--- src/inc/sdlc_rx_pkg.sv ---
`default_nettype none
package sdlc_rx_pkg;
   // Register indexes on the plain register port
   localparam logic [3:0] ADDR_COMMAND  = 4'h0;
   localparam logic [3:0] ADDR_RX_CFG   = 4'h1;
   localparam logic [3:0] ADDR_MODE_CFG = 4'h2;
   localparam logic [3:0] ADDR_TX_CFG   = 4'h3;
   localparam logic [3:0] ADDR_STATION  = 4'h4;
   localparam logic [3:0] ADDR_LINE_CFG = 4'h5;
   localparam logic [3:0] ADDR_PRIMARY  = 4'h6;
   localparam logic [3:0] ADDR_SPECIAL  = 4'h7;
   localparam logic [3:0] ADDR_DATA     = 4'h8;
   // rx_config_reg fields
   localparam int RXC_ENABLE       = 0;
   localparam int RXC_LOAD_INHIBIT = 1;
   localparam int RXC_ADDR_SEARCH  = 2;
   localparam int RXC_ENTER_HUNT   = 4;
   localparam int RXC_AUTO_ENABLE  = 5;
   localparam int RXC_LEN_LO       = 6;
   // mode_config_reg, tx_config_reg, line_config_reg fields
   localparam int MODE_PARITY_SENSE = 1;
   localparam int MODE_PARITY_EN    = 6;
   localparam int TXC_CRC_SELECT    = 2;
   localparam int LINE_PRESET_ONES  = 7;
   // command_reg codes
   localparam logic [1:0] CMD_RESET_RX_CRC = 2'h1;
   localparam logic [2:0] CMD_ERROR_RESET  = 3'h6;
   // Status bit positions
   localparam int PRI_RX_AVAIL = 0;
   localparam int PRI_CARRIER  = 3;
   localparam int PRI_HUNT     = 4;
   localparam int PRI_ABORT    = 7;
   localparam int SPC_RESIDUE  = 1;
   localparam int SPC_PARITY   = 4;
   localparam int SPC_OVERRUN  = 5;
   localparam int SPC_CRC_ERR  = 6;
   localparam int SPC_EOF      = 7;
   // Line framing constants
   localparam logic [7:0]  FLAG_PATTERN = 8'h7E;
   localparam logic [2:0]  ABORT_ONES   = 3'h7;
   localparam logic [2:0]  STUFF_ONES   = 3'h5;
   localparam logic [2:0]  FLAG_DELAY   = 3'h7;
   localparam logic [3:0]  CHAR_MAX     = 4'h8;
   localparam logic [15:0] CRC_POLY     = 16'h1021;
   localparam logic [15:0] CRC_GOOD     = 16'h1D0F;
   localparam logic [15:0] CRC_ONES     = 16'hFFFF;
   localparam logic [15:0] CRC_ZEROS    = 16'h0000;
   localparam logic [7:0]  ADDR_MASK_FULL = 8'hFF;
   localparam logic [7:0]  ADDR_MASK_HIGH = 8'hF0;
   // Length code 00,01,10,11 gives 5,7,6,8 bits
   localparam logic [15:0] CHAR_LEN_LUT = {4'h8, 4'h6, 4'h7, 4'h5};
   // Residue codes in order of rising valid bit count
   localparam logic [23:0] RESIDUE_LUT  =
      {3'h0, 3'h7, 3'h3, 3'h5, 3'h1, 3'h6, 3'h2, 3'h4};
   localparam logic [2:0]  RESIDUE_BASE = 3'h5;

   typedef enum logic [1:0] {
      ST_HUNT = 2'h0,
      ST_ADDR = 2'h1,
      ST_DATA = 2'h3,
      ST_SKIP = 2'h2
   } rx_state_t;

   typedef struct packed {
      logic [7:0] data;
      logic       eof;
      logic       crc_err;
      logic       parity_err;
   } fifo_entry_t;
endpackage
`default_nettype wire

--- src/sdlc_receive_framer.sv ---
// Decided for this implementation: the strobed register port and the register addresses.
`default_nettype none
module sdlc_receive_framer
   import sdlc_rx_pkg::*;
#(
   parameter int FIFO_DEPTH = 3
) (
   input  wire logic       clock,
   input  wire logic       rst,
   input  wire logic [3:0] reg_addr,
   input  wire logic [7:0] reg_wdata,
   input  wire logic       reg_write,
   input  wire logic       reg_read,
   output logic      [7:0] reg_rdata,
   input  wire logic       rx_clock_pin,
   input  wire logic       rx_data_pin,
   input  wire logic       carrier_detect_n,
   output logic            flag_detect_n,
   output logic            ext_status_pulse,
   output logic            special_condition
);
   localparam int PTR_W = $clog2(FIFO_DEPTH + 1);

   typedef struct packed {
      logic                              clk_s1;
      logic                              clk_s2;
      logic                              clk_prev;
      logic                              dat_s1;
      logic                              dat_s2;
      logic                              dcd_s1;
      logic                              dcd_s2;
      logic [7:0]                        rx_config;
      logic [7:0]                        mode_config;
      logic [7:0]                        tx_config;
      logic [7:0]                        station;
      logic [7:0]                        line_config;
      logic                              enabled_prev;
      rx_state_t                         state;
      logic                              abort;
      logic [2:0]                        ones;
      logic [7:0]                        raw;
      logic [6:0]                        dly;
      logic [2:0]                        dly_cnt;
      logic [7:0]                        asm_sr;
      logic [3:0]                        bit_cnt;
      logic                              par;
      logic [15:0]                       crc;
      fifo_entry_t [FIFO_DEPTH-1:0]      fifo;
      logic [PTR_W-1:0]                  count;
      logic [2:0]                        residue;
      logic                              overrun;
      logic                              flag_n;
      logic                              ext_pulse;
      logic [7:0]                        rdata;
   } state_t;

   state_t s;
   state_t s_next;
   logic   tick;
   logic   flag_hit;
   logic   close_evt;
   logic   addr_done;
   logic   addr_match;
   logic   pop;

   // Bit-serial CCITT step, MSB-first register form
   function automatic logic [15:0] crc_step(input logic [15:0] c, input logic b);
      return {c[14:0], 1'b0} ^ ((c[15] ^ b) ? CRC_POLY : CRC_ZEROS);
   endfunction

   function automatic logic [15:0] crc_preset(input logic [7:0] line_cfg);
      return line_cfg[LINE_PRESET_ONES] ? CRC_ONES : CRC_ZEROS;
   endfunction

   function automatic logic [3:0] char_len(input logic [7:0] rx_cfg, input logic par_en);
      logic [1:0] code;
      code = rx_cfg[RXC_LEN_LO +: 2];
      return CHAR_LEN_LUT[code*4 +: 4] + {3'h0, par_en};
   endfunction

   function automatic logic [2:0] residue_code(input logic [2:0] bits);
      logic [2:0] idx;
      idx = bits + RESIDUE_BASE;
      return RESIDUE_LUT[idx*3 +: 3];
   endfunction

   function automatic logic addr_hit(input logic [7:0] ch, input logic [7:0] stn,
                                     input logic inhibit);
      logic [7:0] mask;
      mask = inhibit ? ADDR_MASK_HIGH : ADDR_MASK_FULL;
      return (((ch ^ stn) & mask) == '0) || ((ch & mask) == mask);
   endfunction

   // A full FIFO drops the character and flags overrun
   function automatic state_t push_entry(input state_t st, input fifo_entry_t e);
      state_t r;
      r = st;
      if (r.count < PTR_W'(FIFO_DEPTH)) begin
         r.fifo[r.count] = e;
         r.count = r.count + 1'b1;
      end else begin
         r.overrun = 1'b1;
      end
      return r;
   endfunction

   always_comb begin
      state_t      n;
      logic        bit_in;
      logic        rx_on;
      logic        hunt_cmd;
      logic        out_bit;
      logic [3:0]  total;
      logic [3:0]  snap_len;
      logic [7:0]  asm_nx;
      logic [14:0] view;
      logic [7:0]  ch;
      logic [7:0]  stat;
      fifo_entry_t ent;
      n          = s;
      bit_in     = s.dat_s2;
      rx_on      = s.rx_config[RXC_ENABLE]
                   & ~(s.rx_config[RXC_AUTO_ENABLE] & s.dcd_s2);
      hunt_cmd   = reg_write && reg_addr == ADDR_RX_CFG && reg_wdata[RXC_ENTER_HUNT];
      out_bit    = 1'b0;
      total      = char_len(s.rx_config, s.mode_config[MODE_PARITY_EN]);
      snap_len   = '0;
      asm_nx     = '0;
      view       = '0;
      ch         = '0;
      stat       = '0;
      ent        = '0;
      tick       = s.clk_s2 & ~s.clk_prev;
      flag_hit   = 1'b0;
      close_evt  = 1'b0;
      addr_done  = 1'b0;
      addr_match = 1'b0;
      pop        = 1'b0;

      // Only the second stage of each synchroniser is read
      n.clk_s1    = rx_clock_pin;
      n.clk_s2    = s.clk_s1;
      n.clk_prev  = s.clk_s2;
      n.dat_s1    = rx_data_pin;
      n.dat_s2    = s.dat_s1;
      n.dcd_s1    = carrier_detect_n;
      n.dcd_s2    = s.dcd_s1;
      n.rdata     = '0;
      n.ext_pulse = 1'b0;

      if (reg_write) begin
         case (reg_addr)
            ADDR_COMMAND: begin
               if (reg_wdata[7:6] == CMD_RESET_RX_CRC)
                  n.crc = crc_preset(s.line_config);
               if (reg_wdata[5:3] == CMD_ERROR_RESET)
                  n.overrun = 1'b0;
            end
            ADDR_RX_CFG:   n.rx_config = reg_wdata & ~(8'h01 << RXC_ENTER_HUNT);
            ADDR_MODE_CFG: n.mode_config = reg_wdata;
            ADDR_TX_CFG:   n.tx_config = reg_wdata;
            ADDR_STATION:  n.station = reg_wdata;
            ADDR_LINE_CFG: n.line_config = reg_wdata;
            default: ;
         endcase
      end

      if (reg_read) begin
         case (reg_addr)
            ADDR_RX_CFG:   n.rdata = s.rx_config;
            ADDR_MODE_CFG: n.rdata = s.mode_config;
            ADDR_TX_CFG:   n.rdata = s.tx_config;
            ADDR_STATION:  n.rdata = s.station;
            ADDR_LINE_CFG: n.rdata = s.line_config;
            ADDR_PRIMARY: begin
               stat[PRI_RX_AVAIL] = s.count != '0;
               stat[PRI_CARRIER]  = ~s.dcd_s2;
               stat[PRI_HUNT]     = s.state == ST_HUNT;
               stat[PRI_ABORT]    = s.abort;
               n.rdata = stat;
            end
            ADDR_SPECIAL: begin
               // Residue comes straight from its latch, not the FIFO
               stat[SPC_RESIDUE +: 3] = s.residue;
               stat[SPC_OVERRUN]      = s.overrun;
               if (s.count != '0) begin
                  stat[SPC_PARITY]  = s.fifo[0].parity_err;
                  stat[SPC_CRC_ERR] = s.fifo[0].crc_err;
                  stat[SPC_EOF]     = s.fifo[0].eof;
               end
               n.rdata = stat;
            end
            ADDR_DATA: begin
               n.rdata = s.fifo[0].data;
               pop = s.count != '0;
            end
            default: n.rdata = '0;
         endcase
      end

      if (pop) begin
         for (int i = 0; i < FIFO_DEPTH - 1; i++) begin
            n.fifo[i] = s.fifo[i+1];
         end
         n.fifo[FIFO_DEPTH-1] = '0;
         n.count = s.count - 1'b1;
      end

      if (tick) begin
         n.raw  = {bit_in, s.raw[7:1]};
         n.ones = bit_in ? ((s.ones == ABORT_ONES) ? s.ones : s.ones + 3'h1) : '0;
         flag_hit = rx_on && (n.raw == FLAG_PATTERN);
         n.flag_n = ~flag_hit;
         if (!bit_in)
            n.abort = 1'b0;
         if (!rx_on) begin
         end else if (bit_in && n.ones == ABORT_ONES) begin
            // Character in assembly is lost on abort
            n.abort = 1'b1;
            n.state = ST_HUNT;
         end else if (flag_hit) begin
            if (s.state == ST_DATA) begin
               close_evt = 1'b1;
               ch  = s.asm_sr >> (CHAR_MAX - s.bit_cnt);
               ent = '{data: ch, eof: 1'b1, crc_err: s.crc != CRC_GOOD,
                       parity_err: 1'b0};
               n.residue = residue_code(s.bit_cnt[2:0]);
               n = push_entry(n, ent);
            end
            n.state   = ST_ADDR;
            n.dly_cnt = '0;
            n.bit_cnt = '0;
            n.par     = 1'b0;
            n.crc     = crc_preset(s.line_config);
         end else if (s.state == ST_HUNT) begin
         end else if (!bit_in && s.ones == STUFF_ONES) begin
         end else begin
            // Seven-bit delay keeps flag bits out of characters and CRC
            n.dly = {bit_in, s.dly[6:1]};
            if (s.dly_cnt == FLAG_DELAY) begin
               out_bit  = s.dly[0];
               n.crc    = crc_step(s.crc, out_bit);
               asm_nx   = {out_bit, s.asm_sr[7:1]};
               n.asm_sr = asm_nx;
               n.par    = s.par ^ out_bit;
               if (s.bit_cnt + 4'h1 >= total) begin
                  // Parity of an eight-bit character stays in bit 7; its first data bit falls off the bottom
                  snap_len = (total > CHAR_MAX) ? CHAR_MAX : total;
                  view     = {n.dly, asm_nx};
                  ch       = view[7:0];
                  ch       = 8'(view >> (CHAR_MAX - snap_len));
                  ent = '{data: ch, eof: 1'b0, crc_err: 1'b0,
                          parity_err: s.mode_config[MODE_PARITY_EN]
                                      & ~(n.par ^ s.mode_config[MODE_PARITY_SENSE])};
                  n.bit_cnt = '0;
                  n.par     = 1'b0;
                  if (s.state == ST_ADDR) begin
                     addr_done  = 1'b1;
                     addr_match = addr_hit(ch, s.station, s.rx_config[RXC_LOAD_INHIBIT]);
                     if (!s.rx_config[RXC_ADDR_SEARCH] || addr_match) begin
                        n = push_entry(n, ent);
                        n.state = ST_DATA;
                     end else begin
                        n.state = ST_SKIP;
                     end
                  end else if (s.state == ST_DATA) begin
                     n = push_entry(n, ent);
                  end
               end else begin
                  n.bit_cnt = s.bit_cnt + 4'h1;
               end
            end else begin
               n.dly_cnt = s.dly_cnt + 3'h1;
            end
         end
      end

      if (!rx_on || !s.enabled_prev || hunt_cmd)
         n.state = ST_HUNT;
      n.enabled_prev = rx_on;
      if (n.state == ST_HUNT)
         n.crc = crc_preset(n.line_config);
      n.ext_pulse = ((n.state == ST_HUNT) != (s.state == ST_HUNT))
                    || (n.abort != s.abort);
      s_next = n;
   end

   always_ff @(posedge clock or posedge rst) begin
      if (rst) begin
         s        <= '0;
         s.flag_n <= 1'b1;
      end else begin
         s <= s_next;
      end
   end

   assign reg_rdata         = s.rdata;
   assign flag_detect_n     = s.flag_n;
   assign ext_status_pulse  = s.ext_pulse;
   assign special_condition = (s.count != '0) && s.fifo[0].eof;
endmodule  // sdlc_receive_framer
`default_nettype wire

--- config.mk ---
export PLATFORM = sky130hd
export DESIGN_NAME = sdlc_receive_framer
export DESIGN_NICKNAME = d
export VERILOG_FILES = /design/src/inc/sdlc_rx_pkg.sv /design/src/sdlc_receive_framer.sv
export SDC_FILE = /design/constraint.sdc
export NUM_CORES = 1
export LEC_CHECK = 0
export ABC_CLOCK_PERIOD_IN_PS = 6100
export BUFFER_PORTS_ARGS = -buffer_cell sky130_fd_sc_hd__buf_2
export CAP_MARGIN = 20
export CORE_UTILIZATION = 55
export DETAILED_ROUTE_END_ITERATION = 7
export PLACE_DENSITY = 0.72
export SLEW_MARGIN = 20
export SYNTH_ARGS = -nofsm -noshare
export SYNTH_HDL_FRONTEND = slang
export SYNTH_SLANG_ARGS = --single-unit
--- constraint.sdc ---
create_clock -name clock -period 6.1 [get_ports clock]
set_input_delay 0.915 -clock clock [delete_from_list [all_inputs] [get_ports clock]]
set_output_delay 0.915 -clock clock [all_outputs]
set_load 0.05 [all_outputs]
Yosys cells after proc, flatten, opt, wreduce, memory -nomap -nowiden
Index checks and enable logic that the tools add are counted.
W data, S select, Z words.

operators by class
  mux-type cells = 55
  bitwise gates (word level) = 19
  add/sub/neg operators = 9
  multiply operators = 1
  $lt $le $gt $ge = 5
  eq/ne operators = 24
  reductions and logical operators = 27
  shifts and indexed selects = 4

operators by type and width
  kind                       number
  $mux W102                  6
  $mux W49                   3
  $mux W35                   3
  $mux W99                   1
  $mux W16                   6
  $mux W78                   1
  $bwmux W33                 2
  $mux W66                   1
  $pmux W8 S8                1
  $mux W8                    6
  $mux W40                   1
  $mux W32                   1
  $shiftx A24 B6 Y3 const A  1
  $demux W11 S2              1
  $mux W21                   1
  $reduce_and A6 Y1          3
  $and A8 B8 Y8              2
  $eq A4 B3 Y1 const B       4
  $ne A16 B13 Y1 const B     1
  $shiftx A16 B5 Y4 const A  1
  $xor A16 B13 Y16           1
  $eq A3 B3 Y1 const B       5
  $shr A15 B4 Y8             1
  $mux W13                   1
  other kinds (41)           90

storage, ports and cells
  word-level logic and storage cells = 185
  register bits = 150

Longest topological paths before layout
Gate-level depths: netlist of the first run.

  depth after elaboration = 25
  mapped depth = 23
  mapped depth without buffers = 17

Least setup slack after synthesis of the first run
Ideal clock, no wire load.

  kind = flip-flop to flip-flop
  start = register s[133] in the netlist's numbering
  end = register s[46] in the netlist's numbering
  data required time = 5.996 ns
  path buffers = 4
  setup time = 0.104 ns
  cell stages (with the launch flop) = 20
  clock period less this slack = 4.385 ns
  slack = 1.715 ns
  arrival time = 4.282 ns
  path through = dfrtp_1 -> ha_1 -> inv_1 -> fa_1 -> buf_2 -> clkbuf_1 -> nand2b_1 -> ha_1 -> buf_2 -> inv_1 -> mux4_2 -> mux2_2 -> xnor2_1 -> or3_1 -> nor3_2 -> a21oi_1 -> buf_6 -> a2111o_1 -> a211o_1 -> a221oi_1

RTL lines
  item                    line                        source
  from (decl)             sdlc_receive_framer.sv:57   state_t s;
  from (signal assigned)  sdlc_receive_framer.sv:293  s <= s_next;

==> flow_metrics.tcl, run 1 <==
set metrics [dict create \
    wl_per_cell_um 21.8 \
    numCtsBuffers 17 \
    fin_setup_tns_ns 0 \
    cts.sinks 148 \
    die_y_um 130 \
    yosys_register_bits 148 \
    layout_min_cycle_time_ns 5.74 \
    synth.distinct_cells 78 \
    grt_max_degree 96 \
    syn-mean-instance-area_um2 9.53 \
    final_nets 978 \
    first_pass_iters 7 \
    wirelength_mm 25.5 \
    path_cells "inv_1 > ha_1 > inv_1 > fa_1 > and2_1 > inv_1 > ha_1 > mux2_2 > a211oi_1 > o32ai_1 > xor2_1 > or3_1 > nor3_2 > a21oi_1 > o41ai_2 > o22ai_1" \
    grt.total_usage 0.322 \
    synthFlopType "dfrtp_1" \
    synth_top_family_by_area "compound AO/OA/AOI/OAI gates" \
    postCtsHoldBufs 0 \
    dp_hpwl_mm 17.5 \
    vias_per_cell 6.55 \
    antenna_found_initial 0 \
    syn_nets 975 \
    gp_congestion 0.946 \
    tightest_slew_ns 1.21 \
    grt_pass1_vias 7227 \
    grt_pass1_wl_mm 40.2 \
    cp_common_cell "inv_1" \
    dr_total_vias 7665 \
    hold_viol_final 0 \
    postSynthCellCount 940 \
    p_per_area_nw_per_um2 331 \
    startpoint_type "register" \
    dp.cells 1139 \
    maxCapViolations 0 \
    finalSetupViolations 0 \
    core_um2 15900 \
    final_cells 1170 \
    arrival_ns 6.00 \
    area_growth_pct 9.84 \
    leakagePower_nw 4.39 \
    final_antenna_net_count 0 \
    max_freq_mhz 174 \
    placementRows 46 \
    synth_compound_area_frac 0.198 \
    die_x_um 130 \
    min_period_over_period 0.942 \
    critPathSlowestCell "o32ai_1" \
    io_buffers 29 \
    cp_max_fo 18 \
    slew_headroom 0.191 \
    slowest_delay_ns 1.02 \
    holdCritPathClass "reg -> reg" \
    synth_top_area_frac 0.410 \
    clock_skew_ns 0.0142 \
    netlist_area_um2 8960 \
    placed_area_um2 9220 \
    rsz0062_at_grt "false" \
    synthAdderAreaFrac 0.0232 \
    yosysWarningCount 0 \
    postCtsSetupRepairBufs 0 \
    synthMuxAreaShare 0.150 \
    required_ns 6.36 \
    crit_buf_inv 3 \
    cp_top_family "compound AO/OA/AOI/OAI gates" \
    tritoncts "yes" \
    ys_async_sr_fraction 1.00 \
    synthSimpleGateAreaFrac 0.153 \
    clockRootBuffer "clkbuf_16" \
    synthTopCellsByArea "dfrtp_1, mux2_2, mux2i_1" \
    clk_pin_slew_ns 0.06 \
    htree_levels 4 \
    seq_area_frac_synth 0.413 \
    ctsLongestPathBuffers 2 \
    synth_area_leader_cell "dfrtp_1" \
    status "finished clean" \
    initial_core_util 0.564 \
    drive_gt1_frac 0.178 \
    drt_iter0_drc 851 \
    post-route-cell-area_um2 9840 \
    cts_resized 0 \
    synth_xor_area_frac 0.0205 \
    num_io_pins 30 \
    vdd_drop_max_mv 0.264 \
    gr-total-overflow 0 \
    clk_latency_ns 0.44 \
    worstSetupEndpointType "register" \
    die_area_um2 16800 \
    worstSetupPathType "reg -> reg" \
    synth-edff-count 0 \
    diodes 0 \
    regToRegSetupSlack_ns 0.36 \
    maxSlewViolCount 0 \
    drc 0 \
]
## where the power goes
part | internal (mW) | leakage, nW | switching, mW
Combinational | 0.370 | 2.15 | 0.578
Clock | 0.698 | 0.301 | 0.408
Sequential | 1.10 | 1.93 | 0.0992
Total | 2.17 | 4.39 | 1.08
## Yosys cell counts (6+ instances only)
cell type / number
a22oi_1: 27
a221oi_1: 13
buf_2: 6
nor2_1: 77
inv_1: 20
o31ai_1: 7
or2_2: 6
mux4_2: 8
o221ai_1: 10
xor2_1: 11
o21ai_0: 48
ha_1: 15
nor2b_1: 8
mux2_2: 60
clkbuf_1: 40
a31oi_1: 20
buf_4: 9
a21oi_1: 61
nand2b_1: 15
o22ai_1: 10
xnor2_1: 10
dfrtp_1: 147
a211oi_1: 11
nand3_1: 14
buf_1: 6
nor3_1: 21
mux2i_1: 46
nand2_1: 112
## cell families after synthesis
family,after synthesis
flops,148
mux,116
compound gates,264
fa+ha+maj,16
xor+xnor,21
simple gates,291
buf+inv,84
## per-layer routing
layer,vias up,global-route usage,part of all wire
met5,-,0,0
met4,0,0.174,0.047
met3,92,0.0747,0.087
met2,397,0.482,0.45
met1,3694,0.433,0.42
li1,3482,-,-
## registers in the layout (all words and copies together) (netlist names)
name,count
flag_detect_n,1
s,138
ext_status_pulse,1
reg_rdata,8
## per-stage QoR
stage	util	power, mW	hold WS (ns)	setup slack (ns)
4_1_cts	0.619	3.24	0.353	0.544
3_5_place_dp	0.580	2.13	0.339	0.549
3_3_place_gp	0.580	2.12	0.332	0.696
2_1_floorplan	-	1.90	0.331	1.21
6_report	0.620	3.25	0.351	0.356
5_1_grt	0.620	3.40	0.353	0.103
## cells in the final DEF (no fill, tap or decap), types with 5 or more instances in the layout
| master | n |
|---|---|
| a21oi_1 | 61 |
| o32ai_1 | 5 |
| a221oi_1 | 13 |
| o22ai_1 | 10 |
| o21ai_0 | 48 |
| xor2_1 | 11 |
| nor3_1 | 21 |
| o31ai_1 | 7 |
| buf_2 | 29 |
| nor2_1 | 77 |
| ha_1 | 15 |
| a211oi_1 | 11 |
| or2_2 | 6 |
| nand2_1 | 112 |
| a31o_2 | 5 |
| dfrtp_1 | 147 |
| a22oi_1 | 27 |
| nand3_1 | 14 |
| mux4_2 | 8 |
| nor2b_1 | 8 |
| clkbuf_16 | 17 |
| mux2i_1 | 46 |
| xnor2_1 | 10 |
| buf_4 | 19 |
| nand2b_1 | 15 |
| o221ai_1 | 10 |
| and2_1 | 5 |
| mux2_2 | 60 |
| a31oi_1 | 20 |
| inv_1 | 19 |
## final timing paths
check,from,to,depth (start not counted)
setup / recovery,s[142]$_DFFE_PP0P_,s[28]$_DFF_PP0_,16
hold / removal,s[146]$_DFF_PP0_,s[145]$_DFF_PP0_,0
setup reg to reg,s[142]$_DFFE_PP0P_,s[28]$_DFF_PP0_,16
hold reg to reg,s[146]$_DFF_PP0_,s[145]$_DFF_PP0_,0
max in group asynchronous,rst,s[90]$_DFFE_PP0P_,3
min in group asynchronous,rst,s[143]$_DFF_PP0_,2
## area by class of cell
class | instances | area, µm²
clock buffer | 20 | 457
timing repair buffer | 48 | 288
clock inverter | 10 | 156
multi-input combinational | 708 | 4890
fill | 1377 | 6040
tap | 216 | 270
sequential | 148 | 3700
inverter | 20 | 80.1
(Power assumes the default switching activity.)
==> inputs of run 2 (changes only) <==
--- a/config.mk
+++ b/config.mk
@@ -8,10 +8,10 @@
 export ABC_CLOCK_PERIOD_IN_PS = 6100
 export BUFFER_PORTS_ARGS = -buffer_cell sky130_fd_sc_hd__buf_2
 export CAP_MARGIN = 20
+export CORE_MARGIN = 2
 export CORE_UTILIZATION = 55
 export DETAILED_ROUTE_END_ITERATION = 7
 export PLACE_DENSITY = 0.72
-export SLEW_MARGIN = 20
 export SYNTH_ARGS = -nofsm -noshare
 export SYNTH_HDL_FRONTEND = slang
 export SYNTH_SLANG_ARGS = --single-unit
==> flow_metrics.tcl, run 2 (synthesis gave the netlist of run 1 again) <==
set metrics [dict create \
    critPathSlowestCell "o41ai_2" \
    num_io_pins 30 \
    crit_buf_inv 5 \
    crit_path_start "s[142]$_DFFE_PP0P_" \
    die_y_um 132 \
    wirelength_mm 25.4 \
    grt_max_degree 86 \
    path_depth 17 \
    gp_congestion 0.942 \
    first_pass_iters 5 \
    die_area_um2 17300 \
    initial_core_util 0.564 \
    area_growth_pct 9.24 \
    clock_skew_ns 0.00832 \
    core_um2 15900 \
    diodes 0 \
    largest_reg_flops 138 \
    cts_resized 0 \
    whs_ns 0.348 \
    status "finished clean" \
    min_period_over_period 0.827 \
    grt_pass1_vias 7294 \
    cts.sinks 148 \
    fill_cells 1359 \
    slowest_delay_ns 0.77 \
    layout_setup_ws_ns 1.05 \
    hold_viol_final 0 \
    vias_per_cell 6.50 \
    leakagePower_nw 4.36 \
    place_ws_ns 1.11 \
    cp_top_family "compound AO/OA/AOI/OAI gates" \
    maxSlewViolCount 0 \
    clk_latency_ns 0.43 \
    vdd_drop_max_mv 0.203 \
    slew_headroom 0.317 \
    finalSetupViolations 0 \
    combPwrFrac 0.296 \
    required_ns 6.37 \
    tritoncts "yes" \
    rsz0062_at_grt "false" \
    die_x_um 132 \
    p_sw_frac 0.341 \
    drc 0 \
    dr_total_vias 7603 \
    worstSetupPathType "reg -> reg" \
    drive_gt1_frac 0.174 \
    grt_pass1_wl_mm 40.8 \
    r2r_end "s[36]$_DFF_PP0_" \
    startpoint_type "register" \
    drt_iter0_drc 772 \
    whs_path_depth 0 \
    htree_levels 4 \
    pwr-share-seq 0.379 \
    p_clk_frac 0.325 \
    internal-power_mw 2.09 \
    fin_setup_tns_ns 0 \
    switching_power_mw 1.08 \
    top_register "s" \
    r2r-start "s[142]$_DFFE_PP0P_" \
    holdCritPathClass "reg -> reg" \
    antenna_found_initial 0 \
    dp_hpwl_mm 17.6 \
    clockRootBuffer "clkbuf_16" \
    ff2ff_path_depth 17 \
    io_buffers 29 \
    gr-total-overflow 0 \
    p_per_area_nw_per_um2 324 \
    placementRows 46 \
    crit_path_end "s[36]$_DFF_PP0_" \
    final_nets 977 \
    cp_max_fo 18 \
    numCtsBuffers 17 \
    layout_min_cycle_time_ns 5.05 \
    regToRegSetupSlack_ns 1.05 \
    path_cells "inv_1 > ha_1 > inv_1 > fa_1 > and2_1 > inv_1 > ha_1 > inv_1 > mux4_2 > mux2_2 > xnor2_1 > or3_1 > nor3_2 > a21oi_1 > buf_4 > o41ai_2 > o221ai_1" \
    max_freq_mhz 198 \
    final_cell_mix "dfrtp_1, nand2_1, nor2_1, a21oi_1, mux2_2" \
    tightest_slew_ns 1.02 \
    postCtsHoldBufs 0 \
    maxCapViolations 0 \
    worstSetupEndpointType "register" \
    wl_per_cell_um 21.7 \
    layout_commonest_cell "dfrtp_1" \
    grt.total_usage 0.299 \
    ctsLongestPathBuffers 2 \
    clk_pin_slew_ns 0.06 \
    postCtsSetupRepairBufs 0 \
    cp_common_cell "inv_1" \
    final_cells 1170 \
    arrival_ns 5.31 \
    final_antenna_net_count 0 \
    dp.cells 1139 \
    fin_util 0.616 \
]
## run 2: how the worst min path moves through the flow
stage	slack (ns)	from	to
2_1_floorplan	0.33	s[144]$_DFF_PP0_	s[143]$_DFF_PP0_
3_3_place_gp	0.33	s[144]$_DFF_PP0_	s[143]$_DFF_PP0_
3_5_place_dp	0.34	s[146]$_DFF_PP0_	s[145]$_DFF_PP0_
4_1_cts	0.35	s[146]$_DFF_PP0_	s[145]$_DFF_PP0_
5_1_grt	0.36	s[146]$_DFF_PP0_	s[145]$_DFF_PP0_
6_report	0.35	s[146]$_DFF_PP0_	s[145]$_DFF_PP0_
## run 2: worst register-to-register path, delay by kind of cell (launching register included)
kind / cells / cell delay, ns
muxes: 2 / 0.85
xor gates and xnor gates: 1 / 0.18
buffers and inverters: 5 / 0.67
adders and majority gates: 3 / 1.05
AOI/OAI and AO/OA: 3 / 1.12
DFF: 1 / 0.37
and+or+nand+nor: 3 / 0.65
## run 2: routing by layer
layer	wire length, µm	up-vias	global-route usage
li1	-	3479	-
met1	10800	3689	0.406
met3	1920	80	0.0675
met4	1110	0	0.140
met2	11500	355	0.456
met5	0	-	0
## run 2: metrics by stage
stage / total power [mW] / instance area (µm²)
after floorplan: 1.90 / 8960
after global routing: 3.31 / 9790
after CTS: 3.15 / 9790
final: 3.17 / 9790
after global placement: 2.11 / 9220
after detailed placement: 2.13 / 9220
## run 2: final cells by class
class	instances	area, µm²	area share
clock buffers	23	468	0.0478
clock inverters	8	103	0.0105
inverters	20	80.1	0.00818
multi-input cells	708	4880	0.499
flip-flops and latches	148	3700	0.378
well taps	216	270	0.0276
repair buffers	47	280	0.0286
## run 2: power by group through the flow
| stage | Combinational [mW] | Sequential (mW) | Clock, mW |
|---|---|---|---|
| after detailed placement | 0.917 | 1.22 | 0 |
| after global routing | 1.02 | 1.21 | 1.08 |
| after CTS | 0.921 | 1.20 | 1.03 |
| after global placement | 0.901 | 1.21 | 0 |
| final | 0.939 | 1.20 | 1.03 |
| after floorplan | 0.722 | 1.18 | 0 |
